--- src/inc/pfsb_pkg.sv ---
// pfsb_pkg: command codes, bit positions and reset values for the fault status bytes
// assumes a byte-wide command port from an outside bus engine on the same clock
package pfsb_pkg;
  // command codes
  localparam logic [7:0] CMD_IOUT      = 8'h7b;
  localparam logic [7:0] CMD_INPUT     = 8'h7c;
  localparam logic [7:0] CMD_TEMP      = 8'h7d;
  // output current byte
  localparam int         OC_FAULT_BIT  = 7;
  localparam int         OC_WARN_BIT   = 5;
  localparam int         UC_FAULT_BIT  = 4;
  // input byte
  localparam int         OV_FAULT_BIT  = 7;
  localparam int         UV_WARN_BIT   = 5;
  localparam int         LOW_IN_BIT    = 3;
  // temperature byte
  localparam int         OT_FAULT_BIT  = 7;
  localparam int         OT_WARN_BIT   = 6;
  // summary word
  localparam int         SUM_IOUT_BIT  = 14;
  localparam int         SUM_INPUT_BIT = 13;
  // reset values
  localparam logic [7:0] STATUS_RST    = 8'h00;
  localparam logic [7:0] SYNC_RST      = 8'h00;
  localparam logic       LOW_IN_RST    = 1'h1;
  localparam logic       ARMED_RST     = 1'h0;
  localparam logic       BIT_RST       = 1'h0;
  localparam logic [15:0] SUMMARY_RST  = 16'h0000;
  // number of latched flags: current fault and warn, undercurrent, input over and under,
  // temperature fault and warn
  localparam int         NFLAG         = 7;
  localparam logic [6:0] FLAG_RST      = 7'h00;
endpackage : pfsb_pkg

--- src/hdl/pfsb_status.sv ---
// pfsb_status: latched fault status bytes for output current, input and temperature
// assumes a bus engine on i_clk presents byte reads, byte writes and clear-faults;
// detector event inputs come from the analog side and are synchronised here
`timescale 1ns/10ps

// Functional notes
// - output current byte at 7bh, byte read/write
// - clear-faults or write one clears flags
// - bit 7 latches output overcurrent fault
// - bit 5 latches output overcurrent warning
// - undercurrent bit 4 settled: reads zero
// - bit 6 and 3:0 read zero
// - input byte 7ch bit 7 overvoltage latch
// - input bit 5 undervoltage warning latch
// - input bits 6, 4, 2:0 read zero
// - input bit 3 live input-off indication
// - low-input set when blocked, never alerts
// - low-input set from reset without alert
// - undervoltage warning may raise alert, masked
// - undervoltage warning suppressed until first turn-on
// - temperature byte 7dh bit 7 fault latch
// - temperature bit 6 warning latch
// - every alerting bit has a mask bit
// - summary bit 14 from output current flags
// - summary bit 13 from input flags
module pfsb_status
(
  // clock and reset
  input  wire logic                     i_clk,
  input  wire logic                     i_nrst,
  // command port from the bus engine
  input  wire logic [7:0]               i_cmd,
  input  wire logic                     i_wr,
  input  wire logic [7:0]               i_wdata,
  input  wire logic                     i_rd,
  input  wire logic                     i_clear_faults,
  output logic      [7:0]               o_rdata,
  output logic                          o_rvalid,
  // detector events (asynchronous levels)
  input  wire logic                     i_out_oc_fault,
  input  wire logic                     i_out_oc_warn,
  input  wire logic                     i_in_ov_fault,
  input  wire logic                     i_in_uv_warn,
  input  wire logic                     i_ot_fault,
  input  wire logic                     i_ot_warn,
  input  wire logic                     i_power_input_rail_on,
  input  wire logic                     i_internal_bias_rail_ok,
  // alert mask, one bit per latched flag, from the mask register outside
  input  wire logic [pfsb_pkg::NFLAG-1:0] i_alert_mask,
  // status outputs
  output logic                          o_alert,
  output logic      [15:0]              o_summary
);

  // flag index order: 0 current fault, 1 current warn, 2 undercurrent, 3 input over,
  // 4 input under, 5 temperature fault, 6 temperature warn
  localparam int NSYNC = 8;

  logic [NSYNC-1:0]          raw_in;
  logic [NSYNC-1:0]          s1_q;
  logic [NSYNC-1:0]          s2_q;
  logic [NSYNC-1:0]          s_d1;
  logic [NSYNC-1:0]          s_d2;
  logic [pfsb_pkg::NFLAG-1:0] flag_q;
  logic [pfsb_pkg::NFLAG-1:0] flag_d;
  logic [pfsb_pkg::NFLAG-1:0] evt;
  logic [pfsb_pkg::NFLAG-1:0] wclr;
  logic                      low_in_q;
  logic                      low_in_d;
  logic                      armed_q;
  logic                      armed_d;
  logic [7:0]                rdata_d;
  logic                      rvalid_d;
  logic                      alert_d;
  logic [15:0]               summary_d;
  logic [7:0]                iout_byte;
  logic [7:0]                input_byte;
  logic [7:0]                temp_byte;

  assign raw_in = {i_internal_bias_rail_ok, i_power_input_rail_on, i_ot_warn, i_ot_fault,
                   i_in_uv_warn, i_in_ov_fault, i_out_oc_warn, i_out_oc_fault};

  // two-flop synchronisers; only the second stage is read by logic
  always_comb
  begin
    s_d1 = raw_in;
    s_d2 = s1_q;
  end

  always_ff @(posedge i_clk)
  begin
    if (!i_nrst)
    begin
      s1_q <= pfsb_pkg::SYNC_RST;
      s2_q <= pfsb_pkg::SYNC_RST;
    end
    else
    begin
      s1_q <= s_d1;
      s2_q <= s_d2;
    end
  end

  // undercurrent fault has no detector; its flag never sets, so bit 4 reads zero
  always_comb
  begin
    evt    = '0;
    evt[0] = s2_q[0];
    evt[1] = s2_q[1];
    evt[2] = 1'b0;
    evt[3] = s2_q[2];
    evt[4] = s2_q[3] & armed_q;
    evt[5] = s2_q[4];
    evt[6] = s2_q[5];
  end

  // per-flag write-one-to-clear decode; zeros and unsupported bits do nothing
  always_comb
  begin
    wclr = '0;
    if (i_wr)
    begin
      case (i_cmd)
        pfsb_pkg::CMD_IOUT:
        begin
          wclr[0] = i_wdata[pfsb_pkg::OC_FAULT_BIT];
          wclr[1] = i_wdata[pfsb_pkg::OC_WARN_BIT];
          wclr[2] = i_wdata[pfsb_pkg::UC_FAULT_BIT];
        end
        pfsb_pkg::CMD_INPUT:
        begin
          wclr[3] = i_wdata[pfsb_pkg::OV_FAULT_BIT];
          wclr[4] = i_wdata[pfsb_pkg::UV_WARN_BIT];
        end
        pfsb_pkg::CMD_TEMP:
        begin
          wclr[5] = i_wdata[pfsb_pkg::OT_FAULT_BIT];
          wclr[6] = i_wdata[pfsb_pkg::OT_WARN_BIT];
        end
        default:
        begin
          wclr = '0;
        end
      endcase
    end
  end

  // a detector event in the clearing cycle wins, so no event is lost
  always_comb
  begin
    for (int i = 0; i < pfsb_pkg::NFLAG; i++)
    begin
      flag_d[i] = evt[i] | (flag_q[i] & ~(wclr[i] | i_clear_faults));
    end
  end

  // low input is live: blocked by input below turn-on or bias under lockout
  always_comb
  begin
    low_in_d = ~s2_q[6] | ~s2_q[7];
    armed_d  = armed_q | s2_q[6];
  end

  always_comb
  begin
    iout_byte = '0;
    iout_byte[pfsb_pkg::OC_FAULT_BIT] = flag_q[0];
    iout_byte[pfsb_pkg::OC_WARN_BIT]  = flag_q[1];
    iout_byte[pfsb_pkg::UC_FAULT_BIT] = flag_q[2];
    input_byte = '0;
    input_byte[pfsb_pkg::OV_FAULT_BIT] = flag_q[3];
    input_byte[pfsb_pkg::UV_WARN_BIT]  = flag_q[4];
    input_byte[pfsb_pkg::LOW_IN_BIT]   = low_in_q;
    temp_byte = '0;
    temp_byte[pfsb_pkg::OT_FAULT_BIT] = flag_q[5];
    temp_byte[pfsb_pkg::OT_WARN_BIT]  = flag_q[6];
  end

  // read answer one cycle after the request; unknown codes answer zero
  always_comb
  begin
    rvalid_d = i_rd;
    case (i_cmd)
      pfsb_pkg::CMD_IOUT:  rdata_d = iout_byte;
      pfsb_pkg::CMD_INPUT: rdata_d = input_byte;
      pfsb_pkg::CMD_TEMP:  rdata_d = temp_byte;
      default:             rdata_d = 8'h00;
    endcase
    if (!i_rd)
    begin
      rdata_d = o_rdata;
    end
  end

  // low input is left out of the alert; only latched flags reach it
  always_comb
  begin
    alert_d = |(flag_q & ~i_alert_mask);
    summary_d = '0;
    summary_d[pfsb_pkg::SUM_IOUT_BIT]  = |flag_q[2:0];
    summary_d[pfsb_pkg::SUM_INPUT_BIT] = |flag_q[4:3] | low_in_q;
  end

  always_ff @(posedge i_clk)
  begin
    if (!i_nrst)
    begin
      flag_q    <= pfsb_pkg::FLAG_RST;
      low_in_q  <= pfsb_pkg::LOW_IN_RST;
      armed_q   <= pfsb_pkg::ARMED_RST;
      o_rdata   <= pfsb_pkg::STATUS_RST;
      o_rvalid  <= pfsb_pkg::BIT_RST;
      o_alert   <= pfsb_pkg::BIT_RST;
      o_summary <= pfsb_pkg::SUMMARY_RST;
    end
    else
    begin
      flag_q    <= flag_d;
      low_in_q  <= low_in_d;
      armed_q   <= armed_d;
      o_rdata   <= rdata_d;
      o_rvalid  <= rvalid_d;
      o_alert   <= alert_d;
      o_summary <= summary_d;
    end
  end

  // checks
  a_flag_latch: assert property (@(posedge i_clk) disable iff (!i_nrst)
    s2_q[0] |=> flag_q[0])
    else $error("overcurrent fault not latched");

  a_flag_hold: assert property (@(posedge i_clk) disable iff (!i_nrst)
    (flag_q[5] && !s2_q[4] && !i_clear_faults && !(i_wr && i_cmd == pfsb_pkg::CMD_TEMP))
    |=> flag_q[5])
    else $error("fault flag dropped without clear");

  a_clear_all: assert property (@(posedge i_clk) disable iff (!i_nrst)
    (i_clear_faults && evt == '0) |=> flag_q == '0)
    else $error("clear-faults left a flag set");

  a_ucf_zero: assert property (@(posedge i_clk) disable iff (!i_nrst)
    o_rvalid |-> (o_rdata[4] == 1'b0 || $past(i_cmd) != pfsb_pkg::CMD_IOUT))
    else $error("undercurrent bit not zero");

  a_iout_read: assert property (@(posedge i_clk) disable iff (!i_nrst)
    (i_rd && i_cmd == pfsb_pkg::CMD_IOUT) |=> o_rvalid && o_rdata[7] == $past(flag_q[0])
      && o_rdata[6] == 1'b0 && o_rdata[3:0] == 4'h0)
    else $error("output current read wrong");

  a_uvw_gate: assert property (@(posedge i_clk) disable iff (!i_nrst)
    !armed_q |-> ##1 !flag_q[4] || $past(flag_q[4]))
    else $error("undervoltage warning before first turn-on");

  a_low_alert: assert property (@(posedge i_clk) disable iff (!i_nrst)
    (flag_q == '0) |=> !o_alert)
    else $error("alert without latched flag");

  a_mask_gate: assert property (@(posedge i_clk) disable iff (!i_nrst)
    ((flag_q & ~i_alert_mask) != '0) |=> o_alert)
    else $error("unmasked flag did not alert");

  a_low_live: assert property (@(posedge i_clk) disable iff (!i_nrst)
    (!s2_q[6]) |=> low_in_q)
    else $error("low input not shown");

  a_sum_iout: assert property (@(posedge i_clk) disable iff (!i_nrst)
    (|flag_q[2:0]) |=> o_summary[pfsb_pkg::SUM_IOUT_BIT])
    else $error("summary current bit missing");

  a_warn_latch: assert property (@(posedge i_clk) disable iff (!i_nrst)
    s2_q[1] |=> flag_q[1])
    else $error("overcurrent warning not latched");

  a_overvolt_latch: assert property (@(posedge i_clk) disable iff (!i_nrst)
    s2_q[2] |=> flag_q[3])
    else $error("input overvoltage fault not latched");

  a_undervolt_latch: assert property (@(posedge i_clk) disable iff (!i_nrst)
    (s2_q[3] && armed_q) |=> flag_q[4])
    else $error("input undervoltage warning not latched");

  a_heat_fault: assert property (@(posedge i_clk) disable iff (!i_nrst)
    s2_q[4] |=> flag_q[5])
    else $error("overtemperature fault not latched");

  a_heat_warn: assert property (@(posedge i_clk) disable iff (!i_nrst)
    s2_q[5] |=> flag_q[6])
    else $error("overtemperature warning not latched");

  a_input_read: assert property (@(posedge i_clk) disable iff (!i_nrst)
    (i_rd && i_cmd == pfsb_pkg::CMD_INPUT) |=> o_rvalid && o_rdata[7] == $past(flag_q[3])
      && o_rdata[5] == $past(flag_q[4]) && o_rdata[3] == $past(low_in_q)
      && o_rdata[6] == 1'h0 && o_rdata[4] == 1'h0 && o_rdata[2:0] == 3'h0)
    else $error("input byte read wrong");

  a_temp_read: assert property (@(posedge i_clk) disable iff (!i_nrst)
    (i_rd && i_cmd == pfsb_pkg::CMD_TEMP) |=> o_rvalid && o_rdata[7] == $past(flag_q[5])
      && o_rdata[6] == $past(flag_q[6]) && o_rdata[5:0] == 6'h00)
    else $error("temperature byte read wrong");

  a_unknown_read: assert property (@(posedge i_clk) disable iff (!i_nrst)
    (i_rd && i_cmd != pfsb_pkg::CMD_IOUT && i_cmd != pfsb_pkg::CMD_INPUT
      && i_cmd != pfsb_pkg::CMD_TEMP) |=> o_rdata == 8'h00)
    else $error("unknown command read not zero");

  a_rvalid_pulse: assert property (@(posedge i_clk) disable iff (!i_nrst)
    !i_rd |=> !o_rvalid)
    else $error("read valid without a read");

  a_rdata_hold: assert property (@(posedge i_clk) disable iff (!i_nrst)
    !i_rd |=> $stable(o_rdata))
    else $error("read data moved without a read");

  a_write_clear: assert property (@(posedge i_clk) disable iff (!i_nrst)
    (i_wr && i_cmd == pfsb_pkg::CMD_IOUT && i_wdata[7] && !s2_q[0]) |=> !flag_q[0])
    else $error("write one did not clear");

  a_zero_keep: assert property (@(posedge i_clk) disable iff (!i_nrst)
    (flag_q[0] && !i_clear_faults
      && !(i_wr && i_cmd == pfsb_pkg::CMD_IOUT && i_wdata[7])) |=> flag_q[0])
    else $error("flag lost without a one written");

  a_mask_block: assert property (@(posedge i_clk) disable iff (!i_nrst)
    ((flag_q & ~i_alert_mask) == '0) |=> !o_alert)
    else $error("masked flag raised the alert");

  a_low_clear: assert property (@(posedge i_clk) disable iff (!i_nrst)
    (s2_q[6] && s2_q[7]) |=> !low_in_q)
    else $error("low input shown while converting");

  a_bias_low: assert property (@(posedge i_clk) disable iff (!i_nrst)
    !s2_q[7] |=> low_in_q)
    else $error("low input missing under bias lockout");

  a_sum_input: assert property (@(posedge i_clk) disable iff (!i_nrst)
    (|flag_q[4:3] || low_in_q) |=> o_summary[pfsb_pkg::SUM_INPUT_BIT])
    else $error("summary input bit missing");

  a_sum_clear: assert property (@(posedge i_clk) disable iff (!i_nrst)
    (flag_q == '0 && !low_in_q) |=> o_summary == pfsb_pkg::SUMMARY_RST)
    else $error("summary set without a flag");

  a_arm_hold: assert property (@(posedge i_clk) disable iff (!i_nrst)
    armed_q |=> armed_q)
    else $error("undervoltage arming dropped");

endmodule : pfsb_status

--- config.mk ---
export PLATFORM = sky130hd
export DESIGN_NAME = pfsb_status
export DESIGN_NICKNAME = d
export VERILOG_FILES = /design/src/inc/pfsb_pkg.sv /design/src/hdl/pfsb_status.sv
export SDC_FILE = /design/constraint.sdc
export NUM_CORES = 1
export LEC_CHECK = 0
export BUFFER_PORTS_ARGS = -buffer_cell sky130_fd_sc_hd__buf_2
export CAP_MARGIN = 15
export CORE_MARGIN = 2
export CORE_UTILIZATION = 42
export CTS_BUF_LIST = sky130_fd_sc_hd__clkbuf_8
export DETAILED_ROUTE_END_ITERATION = 6
export PLACE_DENSITY = 0.73
export RECOVER_POWER = 100
export SLEW_MARGIN = 40
export SYNTH_ARGS = -nofsm -noshare
export SYNTH_HDL_FRONTEND = slang
export SYNTH_SLANG_ARGS = --single-unit
--- constraint.sdc ---
create_clock -name i_clk -period 1 [get_ports i_clk]
set_input_delay 0.1 -clock i_clk [delete_from_list [all_inputs] [get_ports i_clk]]
set_output_delay 0.1 -clock i_clk [all_outputs]
set_load 0.02 [all_outputs]
==> impl_metrics.yaml <==
placed_design:
  port_buffers: 40
  post_dp_cell_area_mm2: 0.00156
  place_congestion: 0.890
  hpwl_um: 1880
  pre_cts_slack_ns: -0.137
  dp.cells: 220
timing:
  hold_violations: 0
  fmax_ghz: 1.07
  post-route-min-period_ns: 0.931
  finalSetupViolations: 0
  period_share: 0.931
  finalSetupTns_ns: 0
  fin_ws_ns: 0.0686
  skew_ns: 0.00377
  max_slew_margin: 0.599
  grt_setup_unrepaired: "false"
  maxSlewViolCount: 0
  tightest_slew_ns: 0.601
die:
  fp-row-count: 20
  fp.dieW_um: 60.6
  start_util: 0.441
  boundaryPins: 62
  core_area_mm2: 0.00305
  die-area_mm2: 0.00368
  die_y_um: 60.6
worst_setup_path:
  crit_end: "o_rdata[7]"
  cp.required_ns: 1.17
  reg2reg_to: "o_rdata[7]"
  cp_num_buf_inv: 0
  cp_top_family: "flip-flops"
  crit_type: "flop to flop"
  r2r_slack_ns: 0.07
  endpoint_kind: "flop"
  worstPathCellList: "mux2_2 -> a22oi_2 -> o21ai_1"
  worstSetupStartpoint: "flag_q[5]"
  critPathLaunchType: "flop"
  worst-path-stages: 3
  slowest_delay_ns: 0.33
  cp.arrival_ns: 1.10
  crit_slowest_cell: "dfxtp_1"
  path_max_fanout: 3
  r2r_start: "flag_q[5]"
  reg2regPathDepth: 3
finish:
  fillCellCount: 289
  post-route-util: 0.539
  mostFrequentLayoutCells: "dfxtp_1, buf_2, conb_1, and2_1, inv_1"
  stdcell_count: 228
  mostFrequentLayoutCell: "dfxtp_1"
  nets: 219
  diodes: 0
  area_growth_pct: 22.1
  drive_gt1_frac: 0.310
  fin_area_mm2: 0.00165
routing:
  viasPerCell: 4.55
  ant_nets: 0
  first_pass_iters: 4
  finalWirelength_um: 2480
  drc_errors: 0
  drtIter0Drc: 31
  wl_per_cell_um: 10.9
  vias: 1037
power_and_ir_drop:
  switching_power_uw: 639
  swShare: 0.237
  max-vdd-ir-drop_mv: 0.874
  p_clk_frac: 0.376
  powerDensity_mw_per_mm2: 1640
  seq_power_share: 0.527
  p_comb_frac: 0.097
  power.leakage_uw: 0.000779
  internal-power_uw: 2060
clock_tree:
  clk_latency_ns: 0.28
  numCtsBuffers: 5
  ctsRootBufferMaster: "clkbuf_8"
  postCtsSetupBuffers: 0
  cts_sinks: 34
  cts_tree: "built"
  clk_path_buf_depth: 2
  clk_pin_slew_ns: 0.07
  h-tree-depth: 2
  cts_hold_buf: 0
synth:
  ys_seq_elements: 34
  ys_types: 36
  synthCells: 135
  ys.flop_type: "dfxtp_1"
  seq_area_frac_synth: 0.505
  synth-edff-count: 0
  avgSynthCellArea_um2: 9.98
  synthesis.area_mm2: 0.00135
  yosys_warnings: 0
  async_flop_share: 0
grt:
  grtUsageTotal: 0.144
  grt_antenna_before_repair: 0
  grt_pass1_wl_um: 3780
  grt_max_degree: 21
  grt-ovfl-total: 0
  grt_pass1_vias: 854
hold_path:
  hold_class: "input port to flop"
flow_run:
  max_cap_viol_count: 0
status:
  status: "finished clean"
## state kept, by name (all words and copies together) (netlist names)
signal,cells
s1_q,8
s2_q,8
flag_q,7
o_rdata,5
o_summary,2
armed_q,1
low_in_q,1
o_alert,1
o_rvalid,1
## Yosys cell counts (2+ instances only)
cell type	number	area share
a21o_1	2	0.011
a22oi_1	3	0.017
o21ai_0	4	0.015
o311a_1	2	0.015
a31oi_1	2	0.0093
a21oi_1	3	0.011
nand2_1	2	0.0056
nand3b_1	5	0.028
and2_1	18	0.084
nor2_1	5	0.014
buf_4	17	0.095
nand3_1	6	0.022
dfxtp_1	34	0.51
nor3_1	2	0.0074
inv_1	9	0.025
## cells by family (layout without fill, tap and decap cells)
kind of cell | Yosys count | in the layout | synth area share
buffers and inverters | 29 | 62 | 0.130
AOI/OAI and AO/OA | 24 | 24 | 0.137
DFF | 34 | 34 | 0.505
muxes | 1 | 1 | 0.00836
other | 1 | 17 | 0.00278
and+or+nand+nor | 46 | 46 | 0.216
## worst reg2reg max path: cells and delay by family, from the launching register on
kind | cells | cell delay [ns]
flops | 1 | 0.33
mux | 1 | 0.27
compound gates | 2 | 0.23
## routing by layer
metal | GRT usage | part of all wire | up-vias
met5 | 0 | 0 | -
met4 | 0.0559 | 0.0056 | 0
met3 | 0.0661 | 0.11 | 3
met2 | 0.235 | 0.44 | 56
met1 | 0.164 | 0.44 | 456
li1 | - | - | 522
## cell type report
class / instances / area, um2 / share of cell area
repair buffers: 45 / 225 / 0.137
flip-flops and latches: 34 / 682 / 0.414
clock inverters: 2 / 12.5 / 0.00760
inverters: 9 / 33.8 / 0.0205
multi-input cells: 88 / 554 / 0.337
clock buffers: 6 / 82.6 / 0.0502
well taps: 44 / 55.1 / 0.0335
## worst min-delay path by stage
stage / cells past startpoint / to / startpoint / slack (ns)
6_report: 2 / flag_q[2] / i_wdata[4] / 0.01
5_1_grt: 2 / s1_q[0] / i_out_oc_fault / 0.02
4_1_cts: 2 / flag_q[2] / i_wdata[4] / 0.01
3_5_place_dp: 2 / s1_q[0] / i_out_oc_fault / 0.31
3_3_place_gp: 2 / flag_q[2] / i_wdata[4] / 0.29
2_1_floorplan: 1 / flag_q[2] / i_wr / 0.20
## power by group through the flow
stage	clock network [uW]	registers (uW)	logic (uW)
floorplan	0	1460	199
global placement	0	1450	257
detailed placement	0	1450	264
CTS	1060	1420	265
global route	1120	1430	289
finish	1010	1420	261
## per-stage QoR
stage                     hold slack, ns  total power, uW
after floorplan                    0.199             1660
after global placement             0.293             1710
after detailed placement           0.309             1720
after CTS                         0.0101             2740
after global routing              0.0175             2840
final                             0.0110             2700
## what timing repair did
item,in CTS,in global routing
gates resized for setup,0,3
setup endpoints to repair,0,2
hold endpoints to repair,0,0
Power figures use the tool's default switching activity.
